--- src/rtl/unit_pkg.sv ---
/*
  Shared constants and types for the unit trigger and read engine:
  register map, field positions, operand ranges and engine states.
  Assumes a single 250 MHz clock domain.
*/
package unit_pkg;
  localparam int CLK_NS        = 4;
  localparam int CTRL_CYCLE_NS = 1000;
  localparam int CTRL_CYCLES   =
    (CTRL_CYCLE_NS + CLK_NS - 1) / CLK_NS;
  localparam int WORD_W        = 16;
  localparam int MEM_DEPTH     = 128;
  localparam int MEM_AW        = 7;

  // register byte offsets
  localparam logic [11:0] REG_CMD  = 12'h000;
  localparam logic [11:0] REG_TRIG = 12'h004;
  localparam logic [11:0] REG_READ = 12'h008;
  localparam logic [11:0] REG_CFG  = 12'h00C;
  localparam logic [11:0] REG_STAT = 12'h010;
  localparam logic [11:0] REG_DST  = 12'h014;
  localparam logic [2:0]  MEM_WIN  = 3'h1;

  // bit positions
  localparam int CMD_TRIG    = 0;
  localparam int CMD_READ    = 1;
  localparam int CMD_INTR    = 2;
  localparam int STAT_ERR    = 0;
  localparam int STAT_EQ     = 1;
  localparam int STAT_BUSY   = 2;
  localparam int STAT_DUP    = 3;
  localparam int CFG_BUSRD   = 0;
  localparam int CFG_CYC_LSB = 16;

  // operand ranges
  localparam logic [15:0] TASK_MIN      = 16'h0001;
  localparam logic [15:0] TASK_MAX      = 16'h00FF;
  localparam logic [15:0] BUS_CODE_BASE = 16'h8000;
  localparam logic [15:0] BUS_CODE_LAST = 16'h800F;
  localparam logic [15:0] SIO_CODE_LAST = 16'h005F;
  localparam logic [15:0] CNT_MIN       = 16'h0001;
  localparam logic [15:0] CNT_MAX       = 16'h0080;
  localparam logic [31:0] ZERO_WORD     = 32'h0000_0000;

  typedef struct packed {
    logic present;
    logic motion;
    logic rd_ok;
    logic remote;
    logic busy;
    logic ready;
    logic init;
    logic task_wait;
  } unit_stat_t;

  typedef struct packed {
    logic       is_bus;
    logic [6:0] num;
  } unit_sel_t;

  typedef struct packed {
    logic err;
    logic eq;
  } flags_t;

  typedef enum logic [5:0] {
    S_IDLE  = 6'b000001,
    S_LOOK  = 6'b000010,
    S_EVAL  = 6'b000100,
    S_RADDR = 6'b001000,
    S_RDATA = 6'b010000,
    S_FIN   = 6'b100000
  } eng_state_t;
endpackage

--- src/rtl/unit_trigger_and_read.sv ---
/*
  Instruction engine that triggers a waiting sequence task in a bus
  motion unit, or reads a block of words from a unit's memory into
  a local destination store, reporting error and equals flags.
  Assumes an APB master on pclk and unit-side logic on the same clock
  that answers status in the same cycle the selection is presented and read data one
  cycle after a read strobe.
*/
module unit_trigger_and_read
  import unit_pkg::*;
#(
  parameter int CYC = CTRL_CYCLES
) (
  // clock and reset
  input  wire logic        pclk,
  input  wire logic        presetn,
  // apb slave
  input  wire logic        psel,
  input  wire logic        penable,
  input  wire logic        pwrite,
  input  wire logic [11:0] paddr,
  input  wire logic [31:0] pwdata,
  output logic      [31:0] prdata,
  output logic             pready,
  output logic             pslverr,
  // unit side
  output unit_sel_t        unit_sel,
  output logic       [7:0] unit_task,
  input  wire unit_stat_t  unit_stat,
  output logic             unit_trig,
  output logic             unit_rd,
  output logic [MEM_AW-1:0] unit_raddr,
  input  wire logic [WORD_W-1:0] unit_rdata,
  // flags
  output logic             err_flag,
  output logic             eq_flag,
  output logic             dup_flag,
  output logic             busy
);

  eng_state_t        state_r;
  eng_state_t        state_nxt;
  logic [31:0]       trig_op_r;
  logic [31:0]       read_op_r;
  logic [31:0]       cfg_r;
  logic [MEM_AW-1:0] dst_r;
  logic              is_read_r;
  logic              intr_r;
  flags_t            pend_r;
  logic [7:0]        idx_r;
  logic              used_r;
  logic              ctl_tick;
  logic [WORD_W-1:0] mem_rdata;

  // apb decode
  logic        acc;
  logic        wr_en;
  logic        mem_hit;
  logic        addr_ok;
  logic [31:0] rd_word;

  assign acc     = psel && penable && !pready;
  assign wr_en   = psel && penable && pwrite && pready;
  assign mem_hit = (paddr[11:9] == MEM_WIN) && (paddr[1:0] == 2'b00);

  always_comb begin
    addr_ok = 1'b1;
    rd_word = ZERO_WORD;
    unique case (paddr)
      REG_CMD:  rd_word = ZERO_WORD;
      REG_TRIG: rd_word = trig_op_r;
      REG_READ: rd_word = read_op_r;
      REG_CFG:  rd_word = cfg_r;
      REG_STAT: rd_word = {28'h000_0000, dup_flag, busy,
                           eq_flag, err_flag};
      REG_DST:  rd_word = {25'h000_0000, dst_r};
      default: begin
        addr_ok = mem_hit && !pwrite;
        rd_word = mem_hit ? {16'h0000, mem_rdata} : ZERO_WORD;
      end
    endcase
  end

  // one wait state so the store's registered data can be returned
  always_ff @(posedge pclk or negedge presetn) begin
    if (!presetn) begin
      pready  <= 1'b0;
      pslverr <= 1'b0;
      prdata  <= ZERO_WORD;
    end else begin
      pready  <= acc;
      pslverr <= acc && !addr_ok;
      if (acc && !pwrite) begin
        prdata <= addr_ok ? rd_word : ZERO_WORD;
      end
    end
  end

  // operand registers are frozen while an instruction runs
  logic idle;
  logic cmd_wr;
  assign idle   = (state_r == S_IDLE);
  assign cmd_wr = wr_en && (paddr == REG_CMD) && idle &&
                  (pwdata[CMD_TRIG] || pwdata[CMD_READ]);

  always_ff @(posedge pclk or negedge presetn) begin
    if (!presetn) begin
      trig_op_r <= ZERO_WORD;
      read_op_r <= ZERO_WORD;
      cfg_r     <= ZERO_WORD;
      dst_r     <= '0;
    end else if (wr_en && idle) begin
      if (paddr == REG_TRIG) begin
        trig_op_r <= pwdata;
      end
      if (paddr == REG_READ) begin
        read_op_r <= pwdata;
      end
      if (paddr == REG_CFG) begin
        cfg_r <= pwdata;
      end
      if (paddr == REG_DST) begin
        dst_r <= pwdata[MEM_AW-1:0];
      end
    end
  end

  always_ff @(posedge pclk or negedge presetn) begin
    if (!presetn) begin
      is_read_r <= 1'b0;
      intr_r    <= 1'b0;
    end else if (cmd_wr) begin
      is_read_r <= pwdata[CMD_READ];
      intr_r    <= pwdata[CMD_INTR];
    end
  end

  // operand fields
  logic [15:0] code;
  logic [15:0] cnt;
  logic [15:0] task_no;
  logic        code_bus;
  logic        code_sio;
  logic        cnt_ok;
  logic        task_ok;
  logic [15:0] cyc_mask;
  logic        cyc_hit;

  // trigger: C = task, C+1 = unit; read: S+1 = count, S = unit
  assign task_no  = trig_op_r[15:0];
  assign code     = is_read_r ? read_op_r[15:0]
                              : trig_op_r[31:16];
  assign cnt      = read_op_r[31:16];
  assign code_bus = (code >= BUS_CODE_BASE) &&
                    (code <= BUS_CODE_LAST);
  assign code_sio = (code <= SIO_CODE_LAST);
  assign cnt_ok   = (cnt >= CNT_MIN) && (cnt <= CNT_MAX);
  assign task_ok  = (task_no >= TASK_MIN) && (task_no <= TASK_MAX);
  assign cyc_mask = cfg_r[CFG_CYC_LSB +: 16];
  assign cyc_hit  = code_bus && cyc_mask[code[3:0]];

  // evaluation of one execution
  logic ev_err;
  logic ev_eq;
  logic ev_dup;
  logic ev_trig;
  logic ev_read;

  always_comb begin
    ev_err  = 1'b0;
    ev_eq   = 1'b0;
    ev_dup  = 1'b0;
    ev_trig = 1'b0;
    ev_read = 1'b0;
    if (!is_read_r) begin
      if (!code_bus || !unit_stat.present || !unit_stat.motion) begin
        ev_err = 1'b1;
      end else if (intr_r && cyc_hit) begin
        ev_dup = 1'b1;
      end else if (!unit_stat.init && task_ok && unit_stat.task_wait &&
                   unit_stat.ready && !used_r) begin
        ev_trig = 1'b1;
        ev_eq   = 1'b1;
      end
    end else begin
      if (!cnt_ok || !(code_bus || code_sio)) begin
        ev_err = 1'b1;
      end else if (code_bus && !cfg_r[CFG_BUSRD]) begin
        ev_err = 1'b1;
      end else if (!unit_stat.present || unit_stat.remote ||
                   !unit_stat.rd_ok) begin
        ev_err = 1'b1;
      end else if (intr_r && cyc_hit) begin
        ev_dup = 1'b1;
      end else if (!unit_stat.busy) begin
        ev_read = 1'b1;
      end
    end
  end

  // engine sequencing
  logic last_word;
  assign last_word = (idx_r == (cnt[7:0] - 8'h01));

  always_comb begin
    state_nxt = state_r;
    unique case (state_r)
      S_IDLE:  if (cmd_wr) begin
        state_nxt = S_LOOK;
      end
      S_LOOK:  state_nxt = S_EVAL;
      S_EVAL:  state_nxt = ev_read ? S_RADDR : S_FIN;
      S_RADDR: state_nxt = S_RDATA;
      S_RDATA: state_nxt = last_word ? S_FIN : S_RADDR;
      S_FIN:   state_nxt = S_IDLE;
    endcase
  end

  always_ff @(posedge pclk or negedge presetn) begin
    if (!presetn) begin
      state_r <= S_IDLE;
    end else begin
      state_r <= state_nxt;
    end
  end

  // registered copy of the running state, high exactly when not idle
  always_ff @(posedge pclk or negedge presetn) begin
    if (!presetn) begin
      busy <= 1'b0;
    end else begin
      busy <= (state_nxt != S_IDLE);
    end
  end

  // unit selection presented before status is judged
  always_ff @(posedge pclk or negedge presetn) begin
    if (!presetn) begin
      unit_sel  <= '0;
      unit_task <= '0;
    end else if (state_r == S_LOOK) begin
      unit_sel.is_bus <= code_bus;
      unit_sel.num    <= code_bus ? {3'b000, code[3:0]} : code[6:0];
      unit_task       <= task_no[7:0];
    end
  end

  // trigger strobe and per-control-cycle acceptance
  tick_div #(
    .N (CYC)
  ) u_ctl_div (
    .clk   (pclk),
    .rst_n (presetn),
    .tick  (ctl_tick)
  );

  always_ff @(posedge pclk or negedge presetn) begin
    if (!presetn) begin
      unit_trig <= 1'b0;
    end else begin
      unit_trig <= (state_r == S_EVAL) && ev_trig;
    end
  end

  // a trigger in the tick cycle counts against the new control cycle
  always_ff @(posedge pclk or negedge presetn) begin
    if (!presetn) begin
      used_r <= 1'b0;
    end else if (unit_trig) begin
      used_r <= 1'b1;
    end else if (ctl_tick) begin
      used_r <= 1'b0;
    end
  end

  // word copy from the unit
  always_ff @(posedge pclk or negedge presetn) begin
    if (!presetn) begin
      unit_rd    <= 1'b0;
      unit_raddr <= '0;
      idx_r      <= '0;
    end else begin
      unit_rd    <= (state_nxt == S_RADDR);
      // request address equals the capture index; both step together after each captured word
      if (state_r == S_EVAL) begin
        idx_r      <= '0;
        unit_raddr <= '0;
      end else if (state_r == S_RDATA) begin
        idx_r      <= idx_r + 8'h01;
        unit_raddr <= idx_r[MEM_AW-1:0] + 1'b1;
      end
    end
  end

  logic              mem_we;
  logic [MEM_AW-1:0] mem_waddr;
  assign mem_we    = (state_r == S_RDATA);
  assign mem_waddr = dst_r + idx_r[MEM_AW-1:0];

  dest_mem #(
    .W  (WORD_W),
    .AW (MEM_AW)
  ) u_dest (
    .clk   (pclk),
    .we    (mem_we),
    .waddr (mem_waddr),
    .wdata (unit_rdata),
    .re    (psel && !penable),
    .raddr (paddr[MEM_AW+1:2]),
    .rdata (mem_rdata)
  );

  // pending result, published in one step at the end
  always_ff @(posedge pclk or negedge presetn) begin
    if (!presetn) begin
      pend_r <= '0;
    end else if (state_r == S_EVAL) begin
      pend_r.err <= ev_err;
      pend_r.eq  <= ev_eq;
    end else if (state_r == S_RDATA && last_word) begin
      pend_r.eq  <= 1'b1;
    end
  end

  always_ff @(posedge pclk or negedge presetn) begin
    if (!presetn) begin
      err_flag <= 1'b0;
      eq_flag  <= 1'b0;
    end else if (state_r == S_FIN) begin
      err_flag <= pend_r.err;
      eq_flag  <= pend_r.eq;
    end
  end

  // duplicate refresh is sticky; write one to clear, a new event wins
  logic dup_clr;
  assign dup_clr = wr_en && (paddr == REG_STAT) && pwdata[STAT_DUP];

  always_ff @(posedge pclk or negedge presetn) begin
    if (!presetn) begin
      dup_flag <= 1'b0;
    end else if ((state_r == S_EVAL) && ev_dup) begin
      dup_flag <= 1'b1;
    end else if (dup_clr) begin
      dup_flag <= 1'b0;
    end
  end

  // triggers seen since the last control tick, kept apart from used_r
  logic trig_seen_r;

  always_ff @(posedge pclk or negedge presetn) begin
    if (!presetn) begin
      trig_seen_r <= 1'b0;
    end else if (unit_trig) begin
      trig_seen_r <= 1'b1;
    end else if (ctl_tick) begin
      trig_seen_r <= 1'b0;
    end
  end
endmodule

--- src/rtl/tick_div.sv ---
/*
  Free-running divider giving a one-cycle enable every N clocks.
  Assumes N of at least 2 and one clock domain.
*/
module tick_div #(
  parameter int N = 250
) (
  input  wire logic clk,
  input  wire logic rst_n,
  output logic      tick
);
  localparam int CW = $clog2(N);
  localparam logic [CW-1:0] LAST = CW'(N - 1);

  logic [CW-1:0] cnt_r;

  always_ff @(posedge clk or negedge rst_n) begin
    if (!rst_n) begin
      cnt_r <= '0;
      tick  <= 1'b0;
    end else begin
      tick  <= (cnt_r == LAST);
      cnt_r <= (cnt_r == LAST) ? '0 : cnt_r + 1'b1;
    end
  end
endmodule

--- src/rtl/dest_mem.sv ---
/*
  Destination word store: one write port, one read port, read data
  from a register one cycle after the address. No reset on contents.
*/
module dest_mem #(
  parameter int W  = 16,
  parameter int AW = 7
) (
  input  wire logic          clk,
  // write port
  input  wire logic          we,
  input  wire logic [AW-1:0] waddr,
  input  wire logic [W-1:0]  wdata,
  // read port
  input  wire logic          re,
  input  wire logic [AW-1:0] raddr,
  output logic      [W-1:0]  rdata
);
  logic [W-1:0] mem [0:(1<<AW)-1];

  always_ff @(posedge clk) begin
    if (we) begin
      mem[waddr] <= wdata;
    end
  end

  always_ff @(posedge clk) begin
    if (re) begin
      rdata <= mem[raddr];
    end
  end
endmodule

--- config.mk ---
export PLATFORM = sky130hd
export DESIGN_NAME = unit_trigger_and_read
export DESIGN_NICKNAME = d
export VERILOG_FILES = /design/src/rtl/unit_pkg.sv /design/src/rtl/unit_trigger_and_read.sv /design/src/rtl/tick_div.sv /design/src/rtl/dest_mem.sv
export SDC_FILE = /design/constraint.sdc
export NUM_CORES = 2
export LEC_CHECK = 0
export BUFFER_PORTS_ARGS = -buffer_cell sky130_fd_sc_hd__buf_2
export CAP_MARGIN = 20
export CELL_PAD_IN_SITES_DETAIL_PLACEMENT = 1
export CELL_PAD_IN_SITES_GLOBAL_PLACEMENT = 2
export CORE_MARGIN = 3
export CORE_UTILIZATION = 40
export DETAILED_ROUTE_END_ITERATION = 7
export GPL_ROUTABILITY_DRIVEN = 0
export GPL_TIMING_DRIVEN = 0
export HOLD_SLACK_MARGIN = 0.08
export PLACE_DENSITY_LB_ADDON = 0.1
export SYNTH_ARGS = -nofsm -noshare
export SYNTH_HDL_FRONTEND = slang
export SYNTH_SLANG_ARGS = --single-unit
--- constraint.sdc ---
create_clock -name pclk -period 9.27 [get_ports pclk]
set_input_delay 2.781 -clock pclk [delete_from_list [all_inputs] [get_ports pclk]]
set_output_delay 2.781 -clock pclk [all_outputs]
set_load 0.005 [all_outputs]
# After elaboration in Yosys (flattened, before gate mapping)

Memories as Yosys holds them, arrays and structs flattened. A register that Yosys moved wholly into a read port is not among the register bits.
Index checks and enable logic that the tools add are counted.

Bits in registers: 194
Latch bits: 0
RAM bits: 2048
Bits in read-only memories: 0
Input port bits: 73
Memories: 1

Add/sub/neg operators: 5
Multiply operators: 0
Divide/modulo/power cells: 0
$lt $le $gt $ge: 8
Eq/ne operators: 16
Shifts and indexed selects: 0
Multiplexer cells: 46
Bitwise gates (word level): 0
Reductions and logical operators: 59

Memory list:

| memory     | words | width | read ports | clocked after Yosys merged registers in | write ports | RTL line       | source |
|---|---|---|---|---|---|---|---|
| u_dest.mem | 128   | 16    | 1          | 1                                       | 1           | dest_mem.sv:19 | `logic [W-1:0] mem [0:(1<<AW)-1];` |

Operators with widths:

| kind                                                                              | number |
|---|---|
| 32-bit case mux with 6 select lines                                               | 1 |
| 6-bit case mux with 6 select lines                                                | 1 |
| 16-bit by 1-bit >= comparator with 1-bit output, second input constant            | 2 |
| 16-bit by 8-bit less-or-equal comparator with 1-bit output, second input constant | 2 |
| 16-bit two-way mux                                                                | 2 |
| 32-bit two-way mux                                                                | 1 |
| 1-bit two-way mux                                                                 | 31 |
| 1-bit logical AND                                                                 | 28 |
| 12-bit by 4-bit equality test with 1-bit output, second input constant            | 2 |
| 12-bit by 5-bit equality test with 1-bit output, second input constant            | 2 |
| 8-bit two-way mux                                                                 | 3 |
| 7-bit two-way mux                                                                 | 3 |
| 6-bit two-way mux                                                                 | 3 |
| 8-bit by 1-bit adder with 8-bit output, second input constant                     | 2 |
| 16-bit >= comparator, second input constant                                       | 1 |
| 16-bit less-or-equal comparator, second input constant                            | 1 |
| 16-bit by 7-bit less-or-equal comparator with 1-bit output, second input constant | 1 |
| 1-bit logical NOT                                                                 | 13 |
| 12-bit by 3-bit equality test with 1-bit output, second input constant            | 1 |
| 6-bit by 4-bit equality test with 1-bit output, second input constant             | 2 |
| 12-bit logical NOT                                                                | 1 |
| 8-bit equality test                                                               | 1 |
| 8-bit equality test, second input constant                                        | 1 |
| 2-bit AND reduction                                                               | 4 |
| 16 further kinds                                                                  | 25 |

# Longest topological paths before layout

Word-level depth: 13
Mapped depth: 9

# Modules after synthesis

From an unflattened synthesis, not the netlist that was laid out.

Cells, all modules: 3889
Area, all modules: 87776.7 sq um

Modules (own cells, without submodules):

| module                | times used | cells an instance | area each (sq um) | seq. area each (sq um) |
|---|---|---|---|---|
| dest_mem              | 1          | 3086              | 78683.0           | 61979.4 |
| unit_trigger_and_read | 1          | 761               | 8654.6            | 4455.5 |
| tick_div              | 1          | 42                | 439.2             | 225.2 |

# Worst setup path before layout

OpenSTA, ideal clock, no wires.

Path kind: input -> register
Start point: in paddr[2]
End point: reg u_dest.rdata[1], read port of u_dest.mem, data pin
Setup time: 0.267 ns
Arrival time: 4.613 ns
Required time: 9.003 ns
Setup slack: 4.390 ns
Stages on the path: 7
Buffers on the path: 3
Cell sequence: buf_6 -> buf_6 -> buf_2 -> mux4_2 -> mux4_2 -> a22oi_1 -> nand4_1

RTL lines:

| element     | RTL line                    | source |
|---|---|---|
| from (decl) | unit_trigger_and_read.sv:21 | `input wire logic [11:0] paddr,` |
| to (decl)   | dest_mem.sv:17              | `output logic [W-1:0] rdata` |

==> impl_metrics.ini <==
[sta]
rsz0062_at_grt = no
setup_ws_ps = 2040
period_share = 0.780
slew_headroom = 0.0925
tns_ps = 0
max_freq_ghz = 0.138
worst_clock_skew_ps = 39.4
worstMarginPinSlew_ps = 1350
setup-violations-final = 0
period_needed_ps = 7230
whs_ps = 472
drv_slew = 0
hold_violations = 0

[floorplanning]
die_area_um2 = 226000
io_pins = 136
die_y_um = 475
core-area_um2 = 218000
rows = 171
initial_core_util = 0.404
fp.dieW_um = 475

[worst_hold_path]
hold_class = reg2reg

[critical_path]
cpMaxStageDelayCell = a22oi_1
worstPathCellList = buf_2 -> buf_2 -> buf_2 -> buf_1 -> buf_1 -> mux4_2 -> a22oi_1 -> nand4_1
startpoint = paddr[5]
startpoint_type = primary input
rrSetupSlack_ps = 4190
cp-endpoint = u_dest.rdata[11]
r2r-start = unit_raddr[0]
cp-end-kind = register
cp_slowest_stage_delay_ps = 1000
cp_common_cell = buf_2
crit_path_max_fanout = 10
critPathRequiredTime_ps = 9760
arrival_ps = 7720
reg2regPathDepth = 9
reg2reg_to = u_dest.mem[81][2]
critPathKind = in2reg

[yosys]
ys_warn_count = 0
synth_top_family_by_area = multiplexers
synth_largest_area_cell = edfxtp_1
synthArstFlopShare = 0.0831
synthXorXnorAreaFrac = 0.00328
synth.area.mux_share = 0.175
synth_area_um2 = 88000
ys_top_cells_by_area = edfxtp_1, mux4_2, dfrtp_1, mux2_2, nor3_1
syn_inst = 4077
synth_most_common_cell = edfxtp_1
synth_edf_count = 2064
netlist.area_leader.share = 0.704
netlist_top_cells_count = edfxtp_1, mux4_2, dfrtp_1
synthFlopType = edfxtp_1
ys_seq_area_frac = 0.757
synth-simple-area-share = 0.0262
synth-adder-area-share = 0.00179
ys_types = 69
synth_compound_area_frac = 0.0226
ys_ff_latch = 2251
syn_nets = 4162
synth.avg_cell_area_um2 = 21.6

[clocking]
clock_path_buffers = 3
h-tree-depth = 4
hold_buffers = 0
clockRootBuffer = clkbuf_16
clk_pin_slew_worst_paths_ps = 60
clk_latency_ps = 880
ctsResizeCount = 0
cts_tree = yes
cts.sinks = 2251
postCtsSetupBuffers = 0
cts_made_buffers = 238

[place]
port_buffers = 133
placed_cell_area_um2 = 96800
dpl.hpwl_um = 221000
dp_worst_setup_slack_ps = 1430
placed_cells = 7365

[finish]
final_cell_area_um2 = 105000
areaGrowthSynthToFinish_pct = 18.9
drive_above_1_share = 0.356
fin_nets = 4838
fillers = 19499
fin_cells = 7813
finish.utilization = 0.480

[drt]
drc = 0
drtIter0Drc = 6092
drt-total-wl_um = 306000
num_vias = 47124
vias_per_cell = 6.03
dr.pass1.iters = 6
wl_per_cell_um = 39.2
ant_nets = 0

[global_routing]
track_usage = 0.272
antenna_found_initial = 17
grt_max_degree = 112
grt_pass1_vias = 48280
grt_pass1_wl_um = 415000
grt_overflow_total = 0

[power_and_ir_drop]
powerDensity_nw_per_um2 = 209
p_leak_nw = 34.5
p_total_mw = 21.9
peakVddDrop_mv = 0.218

[flow_run]
maxCapViolCount = 0

[run_status]
status = completed
-- final cells by class --
type                       count  area (µm²)  area share
sequential                  2251       66700       0.637
clock inverter               157        1630      0.0155
clock buffer                 284        6150      0.0588
buffer                       240        1190      0.0114
tap                         2854        3570      0.0341
inverter                      14        52.6    0.000502
timing repair buffer         436        4560      0.0436
antenna                        5        12.5    0.000120
multi-input combinational   1572       20800       0.199
-- kinds of logic after synthesis --
logic type / after synthesis
AND/OR/NAND/NOR: 464
XOR/XNOR: 33
buffers and inverters: 254
AO/OA/AOI/OAI: 284
adder cells (fa/ha/maj): 12
flip-flops: 2251
multiplexers: 779
-- registers in the layout (all words and copies together) (netlist names), 2 cells and up --
name,cells
u_dest.mem,2048
cfg_r,32
prdata,32
read_op_r,32
trig_op_r,32
u_dest.rdata,16
u_ctl_div.cnt_r,8
unit_sel,8
unit_task,8
dst_r,7
state_r,6
unit_raddr,6
idx_r,2
pend_r,2
-- placed cells by master (no fill, tap or decap), types with 15 or more instances in the layout --
cell | synthesis | final
nor3_1 | 154 | 26
xnor2_1 | 18 | 17
clkinv_1 | 0 | 58
nor3_2 | 0 | 128
nor4_1 | 22 | 21
a22oi_1 | 63 | 63
buf_4 | 39 | 71
bufinv_16 | 0 | 28
nor2_1 | 59 | 59
edfxtp_1 | 2064 | 2064
buf_1 | 32 | 28
buf_8 | 0 | 41
nor2b_1 | 16 | 15
o22ai_1 | 29 | 29
dfrtp_1 | 186 | 186
clkinv_2 | 0 | 43
o21ai_0 | 54 | 54
mux4_2 | 594 | 594
a221oi_1 | 21 | 21
a21oi_1 | 20 | 20
buf_2 | 69 | 190
mux2_2 | 133 | 133
nand4_1 | 20 | 20
nand2_1 | 124 | 124
buf_16 | 0 | 22
mux2i_1 | 52 | 52
buf_6 | 6 | 229
clkbuf_1 | 94 | 133
clkbuf_16 | 0 | 238
-- how the worst min path moves through the flow --
| stage | startpoint | to | slack [ps] | depth (start not counted) |
|---|---|---|---|---|
| CTS | prdata[22] | prdata[22] | 480 | 2 |
| floorplan | pend_r[1] | pend_r[1] | 440 | 2 |
| global placement | unit_sel[7] | unit_sel[7] | 460 | 2 |
| global route | unit_sel[3] | unit_sel[3] | 500 | 1 |
| detailed placement | prdata[22] | prdata[22] | 470 | 2 |
| finish | prdata[22] | prdata[22] | 470 | 2 |
-- report_power, final --
part	internal (mW)	switching (mW)	total (mW)
combinational	0.379	0.779	1.16
clock	5.50	4.08	9.58
sequential	11.1	0.0185	11.1
total	17.0	4.88	21.9
-- routing by layer --
metal	GRT usage	share of wire	vias up
li1	-	-	18631
met1	0.379	0.42	25986
met2	0.427	0.47	2090
met3	0.0559	0.076	413
met4	0.0966	0.038	4
met5	0	0.00011	-
-- critical path, delay by kind of cell --
family / cells / cell delay, ps
buffers and inverters: 5 / 2840
AOI/OAI and AO/OA: 1 / 1000
muxes: 1 / 530
and+or+nand+nor: 1 / 490
No activity file was read; power rests on OpenSTA's default activity.
